**config.mk**
```make
export PLATFORM = sky130hd
export DESIGN_NAME = csc_top
export DESIGN_NICKNAME = d
export VERILOG_FILES = /design/src/verilog/csc_top.v
export VERILOG_INCLUDE_DIRS = /design/src /design/src/verilog
export SDC_FILE = /design/constraint.sdc
export NUM_CORES = 1
export LEC_CHECK = 0
export ABC_CLOCK_PERIOD_IN_PS = 2100
export BUFFER_PORTS_ARGS = -buffer_cell sky130_fd_sc_hd__buf_2
export CAP_MARGIN = 20
export CELL_PAD_IN_SITES_DETAIL_PLACEMENT = 0
export CELL_PAD_IN_SITES_GLOBAL_PLACEMENT = 1
export CORE_MARGIN = 4
export CORE_UTILIZATION = 40
export CTS_BUF_LIST = sky130_fd_sc_hd__clkbuf_16
export CTS_CLUSTER_SIZE = 25
export DETAILED_ROUTE_END_ITERATION = 12
export PLACE_DENSITY = 0.81
export SLEW_MARGIN = 15
export SYNTH_ARGS = -nofsm -noshare
export SYNTH_HDL_FRONTEND = slang
export SYNTH_SLANG_ARGS = --single-unit
```
**constraint.sdc**
```tcl
create_clock -name CORE_CLK_I -period 2.1 [get_ports CORE_CLK_I]
set_input_delay 0.63 -clock CORE_CLK_I [delete_from_list [all_inputs] [get_ports CORE_CLK_I]]
set_output_delay 0.63 -clock CORE_CLK_I [all_outputs]
set_load 0.02 [all_outputs]
```
**src/verilog/csc_consts.vh**
```
// Constants for the system clock source control block
`ifndef CSC_CONSTS_VH
`define CSC_CONSTS_VH

// Register addresses on the special function register port
`define CSC_ADDR_EXT_OSC_CTRL   8'hB1
`define CSC_ADDR_INT_OSC_CTRL   8'hB2

// Reset values
`define CSC_RST_EXT_OSC_CTRL    8'h30
`define CSC_RST_INT_OSC_CTRL    8'h04

// internal_osc_control field positions
`define CSC_MCD_EN_BIT          7
`define CSC_FREQ_READY_BIT      4
`define CSC_CLK_SEL_BIT         3
`define CSC_INT_EN_BIT          2
`define CSC_INT_FREQ_HI         1
`define CSC_INT_FREQ_LO         0

// external_osc_control field positions
`define CSC_XTAL_VALID_BIT      7
`define CSC_EXT_MODE_HI         6
`define CSC_EXT_MODE_LO         4
`define CSC_EXT_RANGE_HI        2
`define CSC_EXT_RANGE_LO        0

// External mode codes
`define CSC_MODE_CMOS           3'h2
`define CSC_MODE_CMOS_DIV2      3'h3
`define CSC_MODE_XTAL_DIV2      3'h7

// Timing in 25 MHz core cycles: 1 ms crystal wait, 100 us clock timeout
`define CSC_XTAL_WAIT_CYC       16'h61A8
`define CSC_MCD_TIMEOUT_CYC     16'h09C4

// Dead time between clock gates while switching, and frequency settle time
`define CSC_SWITCH_GAP_CYC      4'h2
`define CSC_FREQ_SETTLE_CYC     8'h10

`endif

```
**src/verilog/csc_top.v**
```verilog
// System clock source control: oscillator registers, clock mux, clock watch
//
// Behaviour
// - Every reset brings the system clock back onto the internal oscillator.
// - While the reset pin is low both oscillators stay disabled.
// - Bit 7 enables missing clock detection; a missing clock resets.
// - Internal control bits 6 and 5 read zero and ignore writes.
// - Bit 4 shows internal oscillator running at selected frequency.
// - Bit 3 picks internal (0) or external (1) system clock.
// - Bit 2 switches the internal oscillator on or off while the external clock runs.
// - Bits 1-0 choose 2, 4, 8 or 16 MHz internal frequency.
// - Crystal valid flag is read only, meaningful in modes 11x.
// - Modes 00x switch the external oscillator off and ground the pin.
// - Mode 010 takes CMOS clock directly, 011 divided by two.
// - Modes 10x RC/C with divide by two; 110 crystal; 111 halved.
// - External control bit 3 is reserved and ignores writes.
// - Bits 2-0 pick one of eight external drive ranges.
// - Crystal valid rises once stable, never before 1 ms after enable.
// - Missing clock reset flag reads 1 only after such a reset.

`include "csc_consts.vh"

module csc_top #(
  parameter [15:0] XTAL_WAIT_CYC   = `CSC_XTAL_WAIT_CYC,
  parameter [15:0] MCD_TIMEOUT_CYC = `CSC_MCD_TIMEOUT_CYC,
  parameter [3:0]  SWITCH_GAP_CYC  = `CSC_SWITCH_GAP_CYC,
  parameter [7:0]  FREQ_SETTLE_CYC = `CSC_FREQ_SETTLE_CYC
) (
  input  wire       CORE_CLK_I,
  input  wire       RESET_N_I,
  input  wire       OTHER_RESET_I,
  input  wire [7:0] SFR_ADDR_I,
  input  wire       SFR_WE_I,
  input  wire       SFR_RE_I,
  input  wire [7:0] SFR_WDATA_I,
  input  wire       INT_OSC_STABLE_I,
  input  wire       XTAL_STABLE_I,
  input  wire       SYS_CLK_TICK_I,
  output reg  [7:0] SFR_RDATA_O,
  output reg        INT_OSC_EN_O,
  output reg  [1:0] INT_FREQ_SEL_O,
  output reg        EXT_OSC_EN_O,
  output reg  [2:0] EXT_MODE_O,
  output reg  [2:0] EXT_DRIVE_RANGE_O,
  output reg        EXT_DIV2_O,
  output reg        CRYSTAL_PIN_GND_O,
  output reg        SYS_CLK_INT_GATE_O,
  output reg        SYS_CLK_EXT_GATE_O,
  output reg        MCD_RESET_O,
  output reg        MISSING_CLOCK_RESET_FLAG_O
);

  //////////////////////////////////////////////////////////////////////////
  // Overview: two control registers sit on the register strobes. The
  // internal one holds the detector enable, the source select, the
  // internal oscillator enable and its frequency code; the external one
  // holds the oscillator mode and the drive range. Status flags (ready,
  // crystal valid) are made here from the analog stability inputs and
  // are never stored from a write.
  //
  // The clock itself never passes through this block: it only drives the
  // two gate enables of the system clock multiplexer, so every output is
  // a flip-flop and no combinational path reaches the analog side.
  // Timing counts are parameters so a bench can shorten them.
  //
  //////////////////////////////////////////////////////////////////////////
  // Clock mux states, one-hot
  localparam [3:0] ST_INT    = 4'h1;
  localparam [3:0] ST_TO_EXT = 4'h2;
  localparam [3:0] ST_EXT    = 4'h4;
  localparam [3:0] ST_TO_INT = 4'h8;

  // External oscillator runs in every mode but 00x; in 00x the first
  // crystal pin is grounded so a floating pin cannot clock anything
  function ext_on;
    input [2:0] mode;
    begin
      ext_on = (mode[2:1] != 2'b00);
    end
  endfunction

  // Divide-by-two stage in 011, 10x and 111; the plain CMOS and plain
  // crystal modes pass the source straight through
  function ext_div2;
    input [2:0] mode;
    begin
      ext_div2 = (mode == `CSC_MODE_CMOS_DIV2) || (mode[2:1] == 2'b10) ||
                 (mode == `CSC_MODE_XTAL_DIV2);
    end
  endfunction

  //////////////////////////////////////////////////////////////////////////
  // Register state
  // Stored fields of the two control registers
  reg        mcd_en_ff;
  reg        clk_sel_ff;
  reg        int_en_ff;
  reg  [1:0] int_freq_ff;
  reg  [2:0] ext_mode_ff;
  reg  [2:0] ext_range_ff;

  // Status counters and flags
  reg  [7:0] settle_cnt_ff;
  reg        freq_ready_ff;
  reg [15:0] xtal_cnt_ff;
  reg        xtal_valid_ff;
  reg [15:0] mcd_cnt_ff;

  // Multiplexer sequencer
  reg  [3:0] state_ff;
  reg  [3:0] gap_cnt_ff;
  reg  [3:0] nxt_state;
  reg  [3:0] nxt_gap_cnt;

  // Write decode; a missing clock timeout acts as a soft reset here, as
  // the chip-level reset it requests may arrive a few cycles later
  wire wr_int    = SFR_WE_I && (SFR_ADDR_I == `CSC_ADDR_INT_OSC_CTRL);
  wire wr_ext    = SFR_WE_I && (SFR_ADDR_I == `CSC_ADDR_EXT_OSC_CTRL);
  wire xtal_mode = (ext_mode_ff[2:1] == 2'b11);
  wire mcd_fire  = mcd_en_ff && (mcd_cnt_ff >= MCD_TIMEOUT_CYC);
  wire soft_rst  = mcd_fire || OTHER_RESET_I;

  // Reset images and incoming write fields
  wire [7:0] rst_int = `CSC_RST_INT_OSC_CTRL;
  wire [7:0] rst_ext = `CSC_RST_EXT_OSC_CTRL;
  wire [2:0] nxt_mode = SFR_WDATA_I[`CSC_EXT_MODE_HI:`CSC_EXT_MODE_LO];
  wire [1:0] nxt_freq = SFR_WDATA_I[`CSC_INT_FREQ_HI:`CSC_INT_FREQ_LO];

  // Switch request; any soft reset withdraws it at once
  wire want_ext  = clk_sel_ff && ext_on(ext_mode_ff) && !soft_rst;
  wire gap_done  = (gap_cnt_ff >= SWITCH_GAP_CYC);

  //////////////////////////////////////////////////////////////////////////
  // Control registers; a soft reset restores defaults as any reset does
  // A soft reset in the same cycle as a write wins, so software cannot
  // leave a half-applied setting behind the reset
  always @(posedge CORE_CLK_I or negedge RESET_N_I) begin
    if (!RESET_N_I) begin
      mcd_en_ff    <= 1'b0;
      clk_sel_ff   <= 1'b0;
      int_en_ff    <= 1'b1;
      int_freq_ff  <= 2'h0;
      ext_mode_ff  <= 3'h3;
      ext_range_ff <= 3'h0;
    end else if (soft_rst) begin
      mcd_en_ff    <= rst_int[`CSC_MCD_EN_BIT];
      clk_sel_ff   <= rst_int[`CSC_CLK_SEL_BIT];
      int_en_ff    <= rst_int[`CSC_INT_EN_BIT];
      int_freq_ff  <= rst_int[`CSC_INT_FREQ_HI:`CSC_INT_FREQ_LO];
      ext_mode_ff  <= rst_ext[`CSC_EXT_MODE_HI:`CSC_EXT_MODE_LO];
      ext_range_ff <= rst_ext[`CSC_EXT_RANGE_HI:`CSC_EXT_RANGE_LO];
    end else begin
      if (wr_int) begin
        // Bits 6-5 and the ready flag are not stored
        mcd_en_ff   <= SFR_WDATA_I[`CSC_MCD_EN_BIT];
        clk_sel_ff  <= SFR_WDATA_I[`CSC_CLK_SEL_BIT];
        int_en_ff   <= SFR_WDATA_I[`CSC_INT_EN_BIT];
        int_freq_ff <= nxt_freq;
      end
      if (wr_ext) begin
        // Valid flag and reserved bit 3 are not stored
        ext_mode_ff  <= nxt_mode;
        ext_range_ff <= SFR_WDATA_I[`CSC_EXT_RANGE_HI:`CSC_EXT_RANGE_LO];
      end
    end
  end

  //////////////////////////////////////////////////////////////////////////
  // Internal frequency ready: settle after enable or frequency change
  // The flag drops in the cycle after a frequency change, before the
  // oscillator has moved, so software never reads a stale ready
  always @(posedge CORE_CLK_I or negedge RESET_N_I) begin
    if (!RESET_N_I) begin
      settle_cnt_ff <= 8'h00;
      freq_ready_ff <= 1'b0;
    end else if (soft_rst || !int_en_ff || !INT_OSC_STABLE_I ||
                 (wr_int && (nxt_freq != int_freq_ff))) begin
      settle_cnt_ff <= 8'h00;
      freq_ready_ff <= 1'b0;
    end else if (settle_cnt_ff >= FREQ_SETTLE_CYC) begin
      freq_ready_ff <= 1'b1;
    end else begin
      settle_cnt_ff <= settle_cnt_ff + 8'h01;
    end
  end

  //////////////////////////////////////////////////////////////////////////
  // Crystal valid: startup wait, then follows the stability detector
  // The wait restarts on every mode change away from crystal, so a
  // detector that was stable in an earlier mode cannot vouch for this one
  always @(posedge CORE_CLK_I or negedge RESET_N_I) begin
    if (!RESET_N_I) begin
      xtal_cnt_ff   <= 16'h0000;
      xtal_valid_ff <= 1'b0;
    end else if (soft_rst || !xtal_mode ||
                 (wr_ext && (nxt_mode[2:1] != 2'b11))) begin
      xtal_cnt_ff   <= 16'h0000;
      xtal_valid_ff <= 1'b0;
    end else if (xtal_cnt_ff >= XTAL_WAIT_CYC) begin
      xtal_valid_ff <= XTAL_STABLE_I;
    end else begin
      xtal_cnt_ff   <= xtal_cnt_ff + 16'h0001;
    end
  end

  //////////////////////////////////////////////////////////////////////////
  // Missing clock detector: counts core cycles since the last clock tick
  // Limitation: a tick shorter than a core cycle is not seen; the
  // oscillator side must stretch it to one core clock
  always @(posedge CORE_CLK_I or negedge RESET_N_I) begin
    if (!RESET_N_I) begin
      mcd_cnt_ff <= 16'h0000;
    end else if (!mcd_en_ff || SYS_CLK_TICK_I || mcd_fire) begin
      mcd_cnt_ff <= 16'h0000;
    end else begin
      mcd_cnt_ff <= mcd_cnt_ff + 16'h0001;
    end
  end

  //////////////////////////////////////////////////////////////////////////
  // Reset source flag: only a detector timeout sets it
  // The flag is written on every soft reset, so a later reset from any
  // other source clears it; the pin reset clears it as well
  always @(posedge CORE_CLK_I or negedge RESET_N_I) begin
    if (!RESET_N_I) begin
      MISSING_CLOCK_RESET_FLAG_O <= 1'b0;
      MCD_RESET_O                <= 1'b0;
    end else begin
      MCD_RESET_O <= mcd_fire;
      if (soft_rst) begin
        MISSING_CLOCK_RESET_FLAG_O <= mcd_fire;
      end
    end
  end

  //////////////////////////////////////////////////////////////////////////
  // Clock mux sequencer: both gates closed for a gap between sources
  // Closing one gate, waiting, then opening the other means the system
  // clock sees a pause but never a clipped high or low phase
  always @* begin
    nxt_state   = state_ff;
    nxt_gap_cnt = 4'h0;
    case (state_ff)
      // Running on the internal oscillator
      ST_INT: begin
        if (want_ext) begin
          nxt_state = ST_TO_EXT;
        end
      end
      // Both gates shut on the way to the external source
      ST_TO_EXT: begin
        if (!want_ext) begin
          nxt_state = ST_TO_INT;
        end else if (gap_done) begin
          nxt_state = ST_EXT;
        end else begin
          nxt_gap_cnt = gap_cnt_ff + 4'h1;
        end
      end
      // Running on the external source
      ST_EXT: begin
        if (!want_ext) begin
          nxt_state = ST_TO_INT;
        end
      end
      // Both gates shut on the way back to the internal oscillator
      ST_TO_INT: begin
        if (soft_rst || gap_done) begin
          nxt_state = ST_INT;
        end else begin
          nxt_gap_cnt = gap_cnt_ff + 4'h1;
        end
      end
      default: begin
        nxt_state = ST_INT;
      end
    endcase
  end

  // Sequencer state and gate outputs
  // Gates follow the next state, so they change on the same edge as it
  always @(posedge CORE_CLK_I or negedge RESET_N_I) begin
    if (!RESET_N_I) begin
      state_ff           <= ST_INT;
      gap_cnt_ff         <= 4'h0;
      SYS_CLK_INT_GATE_O <= 1'b0;
      SYS_CLK_EXT_GATE_O <= 1'b0;
    end else begin
      state_ff           <= nxt_state;
      gap_cnt_ff         <= nxt_gap_cnt;
      SYS_CLK_INT_GATE_O <= (nxt_state == ST_INT);
      SYS_CLK_EXT_GATE_O <= (nxt_state == ST_EXT);
    end
  end

  //////////////////////////////////////////////////////////////////////////
  // Oscillator drive outputs; both oscillators off and crystal pin grounded while the reset pin is low
  // Outputs copy the stored fields one cycle later; the analog side sees
  // a clean registered level and never a decode glitch
  always @(posedge CORE_CLK_I or negedge RESET_N_I) begin
    if (!RESET_N_I) begin
      INT_OSC_EN_O      <= 1'b0;
      INT_FREQ_SEL_O    <= 2'h0;
      EXT_OSC_EN_O      <= 1'b0;
      EXT_MODE_O        <= 3'h0;
      EXT_DRIVE_RANGE_O <= 3'h0;
      EXT_DIV2_O        <= 1'b0;
      CRYSTAL_PIN_GND_O <= 1'b1;
    end else begin
      // Internal oscillator forced on while it is the clock source
      INT_OSC_EN_O      <= int_en_ff || (nxt_state != ST_EXT);
      INT_FREQ_SEL_O    <= int_freq_ff;
      EXT_OSC_EN_O      <= ext_on(ext_mode_ff);
      EXT_MODE_O        <= ext_mode_ff;
      EXT_DRIVE_RANGE_O <= ext_range_ff;
      EXT_DIV2_O        <= ext_div2(ext_mode_ff);
      CRYSTAL_PIN_GND_O <= !ext_on(ext_mode_ff);
    end
  end

  //////////////////////////////////////////////////////////////////////////
  // Register read port: data one cycle after the read strobe
  // Idle read data is zero, so a stray strobe cannot pick up a stale
  // value; reserved and unused bits always read zero
  always @(posedge CORE_CLK_I or negedge RESET_N_I) begin
    if (!RESET_N_I) begin
      SFR_RDATA_O <= 8'h00;
    end else if (SFR_RE_I &&
                 (SFR_ADDR_I == `CSC_ADDR_INT_OSC_CTRL)) begin
      SFR_RDATA_O <= {mcd_en_ff, 2'b00, freq_ready_ff,
                      clk_sel_ff, int_en_ff, int_freq_ff};
    end else if (SFR_RE_I &&
                 (SFR_ADDR_I == `CSC_ADDR_EXT_OSC_CTRL)) begin
      SFR_RDATA_O <= {xtal_valid_ff, ext_mode_ff, 1'b0,
                      ext_range_ff};
    end else begin
      SFR_RDATA_O <= 8'h00;
    end
  end

endmodule

```
==> flow_metrics.tcl, run 1 <==
set metrics [dict create \
    stdcell_count 527 \
    synth_area_leaders "dfrtp_1, nor2_1, xnor2_1, dfstp_2, mux2i_1" \
    synth-edff-count 0 \
    clk_pin_slew_worst_paths_ps 60 \
    fill_cells 753 \
    crit_arrival_ps 2390 \
    power.share.combinational_pct 3.9 \
    vias 2717 \
    nets 447 \
    htree_levels 3 \
    drtIter0Drc 115 \
    tritoncts "done" \
    die_w_um 104.3 \
    ys_seq_elements 85 \
    drc 0 \
    fp.dieArea_sq_um 10880 \
    grt.overflow.total 0 \
    worst_slack_ps -32.61 \
    synth_ff_type "dfrtp_1" \
    grt_pass1_wl_mm 13.76 \
    yosysTopAreaCell "dfrtp_1" \
    multiInputGateArea_sq_um 1682 \
    whs_ps 247.0 \
    cp_top_family "compound AO/OA/AOI/OAI gates" \
    synthXorXnorAreaFrac_pct 6.372 \
    fin_area_sq_um 4831 \
    clock-sinks 85 \
    antenna_found_initial 0 \
    cp_slowest_cell "or4_4" \
    finClkSkew_ps 10.41 \
    cts_buffers 9 \
    coreArea_sq_um 8891 \
    grtUsageTotal_pct 15.46 \
    via_per_inst 5.156 \
    drv_cap 0 \
    grt_pass1_vias 2803 \
    clk_path_buf_depth 2 \
    tns_ps -244.7 \
    wl_met2_mm 4.232 \
    failed_checks "negative setup slack" \
    place_area_sq_um 4312 \
    ant_nets 0 \
    status "complete, but fails checks" \
    yosysMostFrequentCell "dfrtp_1" \
    rsz0062_at_grt "yes" \
    io_pins 48 \
    period_needed_ps 2133 \
    synth_compound_area_share_pct 8.564 \
    synth_top_area_share_pct 53.94 \
    power.share.clock_pct 46.2 \
    final-hold-violation-count 0 \
    power_leakage_nw 2.177 \
    dp_hpwl_mm 5.698 \
    netlist_instances 327 \
    worst-endpoint-required_ps 2360 \
    synth_top_family_by_area "simple AND/OR/NAND/NOR gates" \
    area_growth_pct 30.18 \
    wl_per_cell_um 15.24 \
    endpoint_kind "flip-flop" \
    internal_power_mw 2.610 \
    period_share_pct 101.6 \
    wl_met3_um 224 \
    synth_simple_gate_area_share_pct 18.85 \
    port-buffer-count 47 \
    cts_root_buf "clkbuf_16" \
    num_rows 34 \
    insertion_delay_ps 330 \
    finalPower_mw 3.310 \
    crit_path_frequent_cell "a211o_1" \
    p_seq_share_pct 49.9 \
    path_class "flip-flop to flip-flop" \
    dr.pass1.iters 4 \
    synth-seq-area-share_pct 57.48 \
    critical-path-max-stage-delay_ps 520 \
    switching_share_pct 21.15 \
    initial_core_util_pct 41.74 \
    path_cells "or4_4 -> a211o_1 -> o31a_1 -> buf_6 -> buf_12 -> a211o_1" \
    grt_max_degree 34 \
    diodes 0 \
    setup_viol_count_final 14 \
    fin_util_pct 54.33 \
    layout-drive-gt1-share_pct 31.98 \
    critPathLaunchType "flip-flop" \
    post-place-ws_ps -120.5 \
    slew-limit-headroom_pct 67.15 \
    top_layer_used "met4" \
    synthArstFlopShare_pct 100.0 \
    hp-class "input port to async pin" \
    worstMarginPinSlew_ps 480.3 \
    placedCellCount 506 \
    power.density_nw_per_um2 685.2 \
    totalWireLength_mm 8.029 \
    synth_commonest_cells "dfrtp_1, nor2_1, xnor2_1" \
    synth.avg_cell_area_sq_um 11.35 \
    wl_met1_mm 3.471 \
    synth_mux_area_share_pct 3.270 \
    switchingPower_mw 0.7002 \
    synthesis.area_sq_um 3711 \
    yosys_warnings 0 \
    regArea_sq_um 2133 \
    worstPathMaxFanout 6 \
    ys_types 48 \
    vdd_ir_drop_max_v 0.0005373 \
    cp_num_buf_inv 2 \
    gp_congestion 0.7949 \
    yosys.area_share.adder_pct 2.697 \
    drv_slew 0 \
    dieHeight_um 104.3 \
    clock.fmax_mhz 468.9 \
]
==> power groups by stage <==
stage / clock network [mW] / registers [mW] / logic (mW)
2_1_floorplan: 0 / 1.68 / 0.0346
3_3_place_gp: 0 / 1.68 / 0.113
3_5_place_dp: 0 / 1.68 / 0.116
4_1_cts: 1.57 / 1.65 / 0.126
5_1_grt: 1.65 / 1.65 / 0.147
6_report: 1.53 / 1.65 / 0.130
==> layout make-up <==
cell class	instances	share of cell area (%)
inverters	17	1.321
multi-input cells	222	34.81
well taps	108	2.797
clock buffers	9	4.662
flip-flops and latches	85	44.16
repair buffers	80	10.96
clock inverters	6	1.295
==> placed cells by master (no fill, tap or decap), drive strengths merged, types with 3 or more instances in the layout <==
master   Yosys  final
dfrtp       80     80
buf          2     80
nor2        51     51
xnor2       19     19
inv         17     18
nand2       11     11
mux2i       11     11
and3        10     10
clkbuf       5      9
nor2b        8      8
xor2         8      8
ha           8      8
a21oi        7      7
nand3        6      6
o21ai        6      6
and2         6      6
a211oi       6      6
dfstp        5      5
a22o         5      5
conb         1      5
a211o        4      4
nand3b       4      4
nor4         4      4
nor3         4      4
nor3b        3      3
a41oi        3      3
nor4b        3      3
nand4        3      3
a2111oi      3      3
or4          3      3
clkinv       0      3
o221ai       3      3
==> per-layer routing <==
layer | vias up | GRT usage [%]
li1 | 1306 | -
met1 | 1361 | 19.92
met2 | 41 | 25.65
met3 | 9 | 3.352
met4 | 0 | 5.508
met5 | - | 0
==> kinds of logic after synthesis <==
kind of cell | after synthesis
buffers and inverters | 24
other | 1
xor gates and xnor gates | 27
AOI/OAI and AO/OA | 43
muxes | 12
DFF | 85
adders and majority gates | 8
and+or+nand+nor | 127
==> path summary, 6_finish.rpt <==
kind	to	depth (start not counted)	slack (ps)	startpoint
setup / recovery	int_en_ff	6	-30	mcd_cnt_ff[2]
hold / removal	xtal_cnt_ff[7]	1	250	RESET_N_I
setup reg to reg	int_en_ff	6	-30	mcd_cnt_ff[2]
hold reg to reg	EXT_DRIVE_RANGE_O[0]	0	420	ext_range_ff[0]
max in group asynchronous	int_en_ff	2	1280	RESET_N_I
min in group CORE_CLK_I	EXT_DRIVE_RANGE_O[0]	0	420	ext_range_ff[0]
==> timing repair <==
action,4_1_cts,5_1_grt
gates cloned,0,1
endpoints found under the setup margin,32,43
setup buffers,2,2
hold endpoints to repair,0,0
gates resized for setup,15,25
hold buffers,0,0
pin swaps,14,4
==> sequential cells by signal, summed over array words and instances (netlist names), 2 cells and up <==
register           cells
gap_cnt_ff             4
settle_cnt_ff          8
INT_FREQ_SEL_O         2
EXT_DRIVE_RANGE_O      3
EXT_MODE_O             3
SFR_RDATA_O            8
mcd_cnt_ff            16
ext_mode_ff            3
xtal_cnt_ff           16
ext_range_ff           3
state_ff               4
int_freq_ff            2
Power figures use the tool's default switching activity.
==> inputs of run 2 (changes only) <==
Settings changed: REMOVE_ABC_BUFFERS from default to 1.
==> flow_metrics.tcl, run 2 (synthesized netlist as in run 1, its figures left out) <==
set metrics [dict create \
    status "complete, but fails checks" \
    failed_checks "negative setup slack" \
    post-place-ws_ps -143.5 \
    final_cell_mix "dfrtp_1, buf_2, nor2_1" \
    clk_pin_slew_worst_paths_ps 60 \
    layout-drive-gt1-share_pct 32.46 \
    dieHeight_um 104.3 \
    tns_ps -1324 \
    io_pins 48 \
    regArea_sq_um 2133 \
    final-hold-violation-count 0 \
    insertion_delay_ps 330 \
    totalWireLength_mm 8.017 \
    grt_pass1_vias 2862 \
    ant_nets 0 \
    top_layer_used "met4" \
    drtIter0Drc 171 \
    diodes 0 \
    coreArea_sq_um 8891 \
    dp_hpwl_mm 5.436 \
    finalPower_mw 3.219 \
    fp.dieArea_sq_um 10880 \
    drc 0 \
    period_needed_ps 2226 \
    clock-sinks 85 \
    wl_met2_mm 3.863 \
    rrSetupSlack_ps -130 \
    drv_cap 0 \
    final_common_cell "dfrtp_1" \
    port-buffer-count 47 \
    rsz0062_at_grt "yes" \
    clk_path_buf_depth 2 \
    cts_buffers 9 \
    slew-limit-headroom_pct 63.88 \
    tritoncts "done" \
    reg2regPathDepth 6 \
    grt_max_degree 38 \
    clock.fmax_mhz 449.2 \
    setup_viol_count_final 30 \
    path_class "flip-flop to flip-flop" \
    area_growth_pct 28.96 \
    fill_cells 772 \
    period_share_pct 106.0 \
    vias 2692 \
    drv_slew 0 \
    nets 446 \
    worstPathMaxFanout 7 \
    worst-endpoint-required_ps 2360 \
    die_w_um 104.3 \
    fin_util_pct 53.83 \
    grt.overflow.total 0 \
    cts_root_buf "clkbuf_16" \
    worst_slack_ps -126.3 \
    wl_met3_um 375 \
    crit_arrival_ps 2480 \
    r2r_end "gap_cnt_ff[1]" \
    reg_top3 "mcd_cnt_ff x16, xtal_cnt_ff x16" \
    grtUsageTotal_pct 15.70 \
    grt_pass1_wl_mm 13.80 \
    htree_levels 3 \
    dr.pass1.iters 4 \
    critPathLaunchType "flip-flop" \
    power.density_nw_per_um2 672.6 \
    endpoint_kind "flip-flop" \
    vdd_ir_drop_max_v 0.0003920 \
    num_rows 34 \
    antenna_found_initial 0 \
    power_leakage_nw 2.144 \
    wl_met1_mm 3.635 \
    gp_congestion 0.8004 \
    worstMarginPinSlew_ps 528.2 \
    finClkSkew_ps 9.352 \
    wl_per_cell_um 15.21 \
    multiInputGateArea_sq_um 1662 \
    whs_ps 263.5 \
    initial_core_util_pct 41.74 \
    via_per_inst 5.108 \
    hp-class "input port to async pin" \
    rr_startpoint "mcd_cnt_ff[5]" \
]
## run 2: changes by cell type in the layout (fill, tap and decap cells not counted), sizes merged
| cell | before | now |
|---|---|---|
| bufinv | 1 | 0 |
| clkinv | 3 | 4 |
| inv | 18 | 19 |
| buf | 80 | 79 |
## run 2: cell type report
| class | count | area share (%) |
|---|---|---|
| sequential | 85 | 44.58 |
| multi-input combinational | 222 | 34.72 |
| timing repair buffer | 79 | 10.85 |
| clock buffer | 9 | 4.706 |
| tap | 108 | 2.824 |
| inverter | 17 | 1.333 |
| clock inverter | 7 | 0.9935 |
## run 2: worst max-delay path: stages (launching register included)
cell and delay (ps):
dfrtp_1 380, or4_1 530, a211o_1 330, o31a_1 290, buf_6 150, or3b_4 380, nor2_1 90
## run 2: power breakdown
group          total (mW)  switching [mW]  internal, mW  leakage [nW]
clock                1.45           0.648         0.803         0.134
sequential           1.65         0.00446          1.65          1.13
combinational       0.118          0.0720        0.0456         0.884
## run 2: timing repair
item                       in CTS  in global routing
pin swaps                      10                 20
gates resized for setup         6                 45
cloned                          0                  1
setup endpoints to repair      34                 43
buffers inserted                3                  3
hold buffers                    0                  0
## run 2: worst max-delay path by stage
| stage | startpoint | endpoint | slack (ps) | depth (start not counted) |
|---|---|---|---|---|
| after floorplan | mcd_cnt_ff[4] | xtal_cnt_ff[0] | -290 | 5 |
| after global placement | mcd_cnt_ff[4] | gap_cnt_ff[2] | -120 | 6 |
| after detailed placement | mcd_cnt_ff[4] | freq_ready_ff | -140 | 6 |
| after CTS | mcd_cnt_ff[5] | gap_cnt_ff[0] | -110 | 6 |
| after global routing | mcd_cnt_ff[5] | SYS_CLK_EXT_GATE_O | -190 | 6 |
| final | mcd_cnt_ff[5] | gap_cnt_ff[1] | -130 | 6 |
## run 2: through the flow
step,area (sq um),cells
global route,4786,527
global placement,4272,505
finish,4786,527
CTS,4596,524
detailed placement,4272,505
floorplan,3691,324
## run 2: metal layers
| metal | vias up | GRT usage [%] |
|---|---|---|
| met4 | 0 | 6.838 |
| met1 | 1321 | 21.10 |
| li1 | 1300 | - |
| met2 | 59 | 24.45 |
| met5 | - | 0 |
| met3 | 12 | 3.414 |
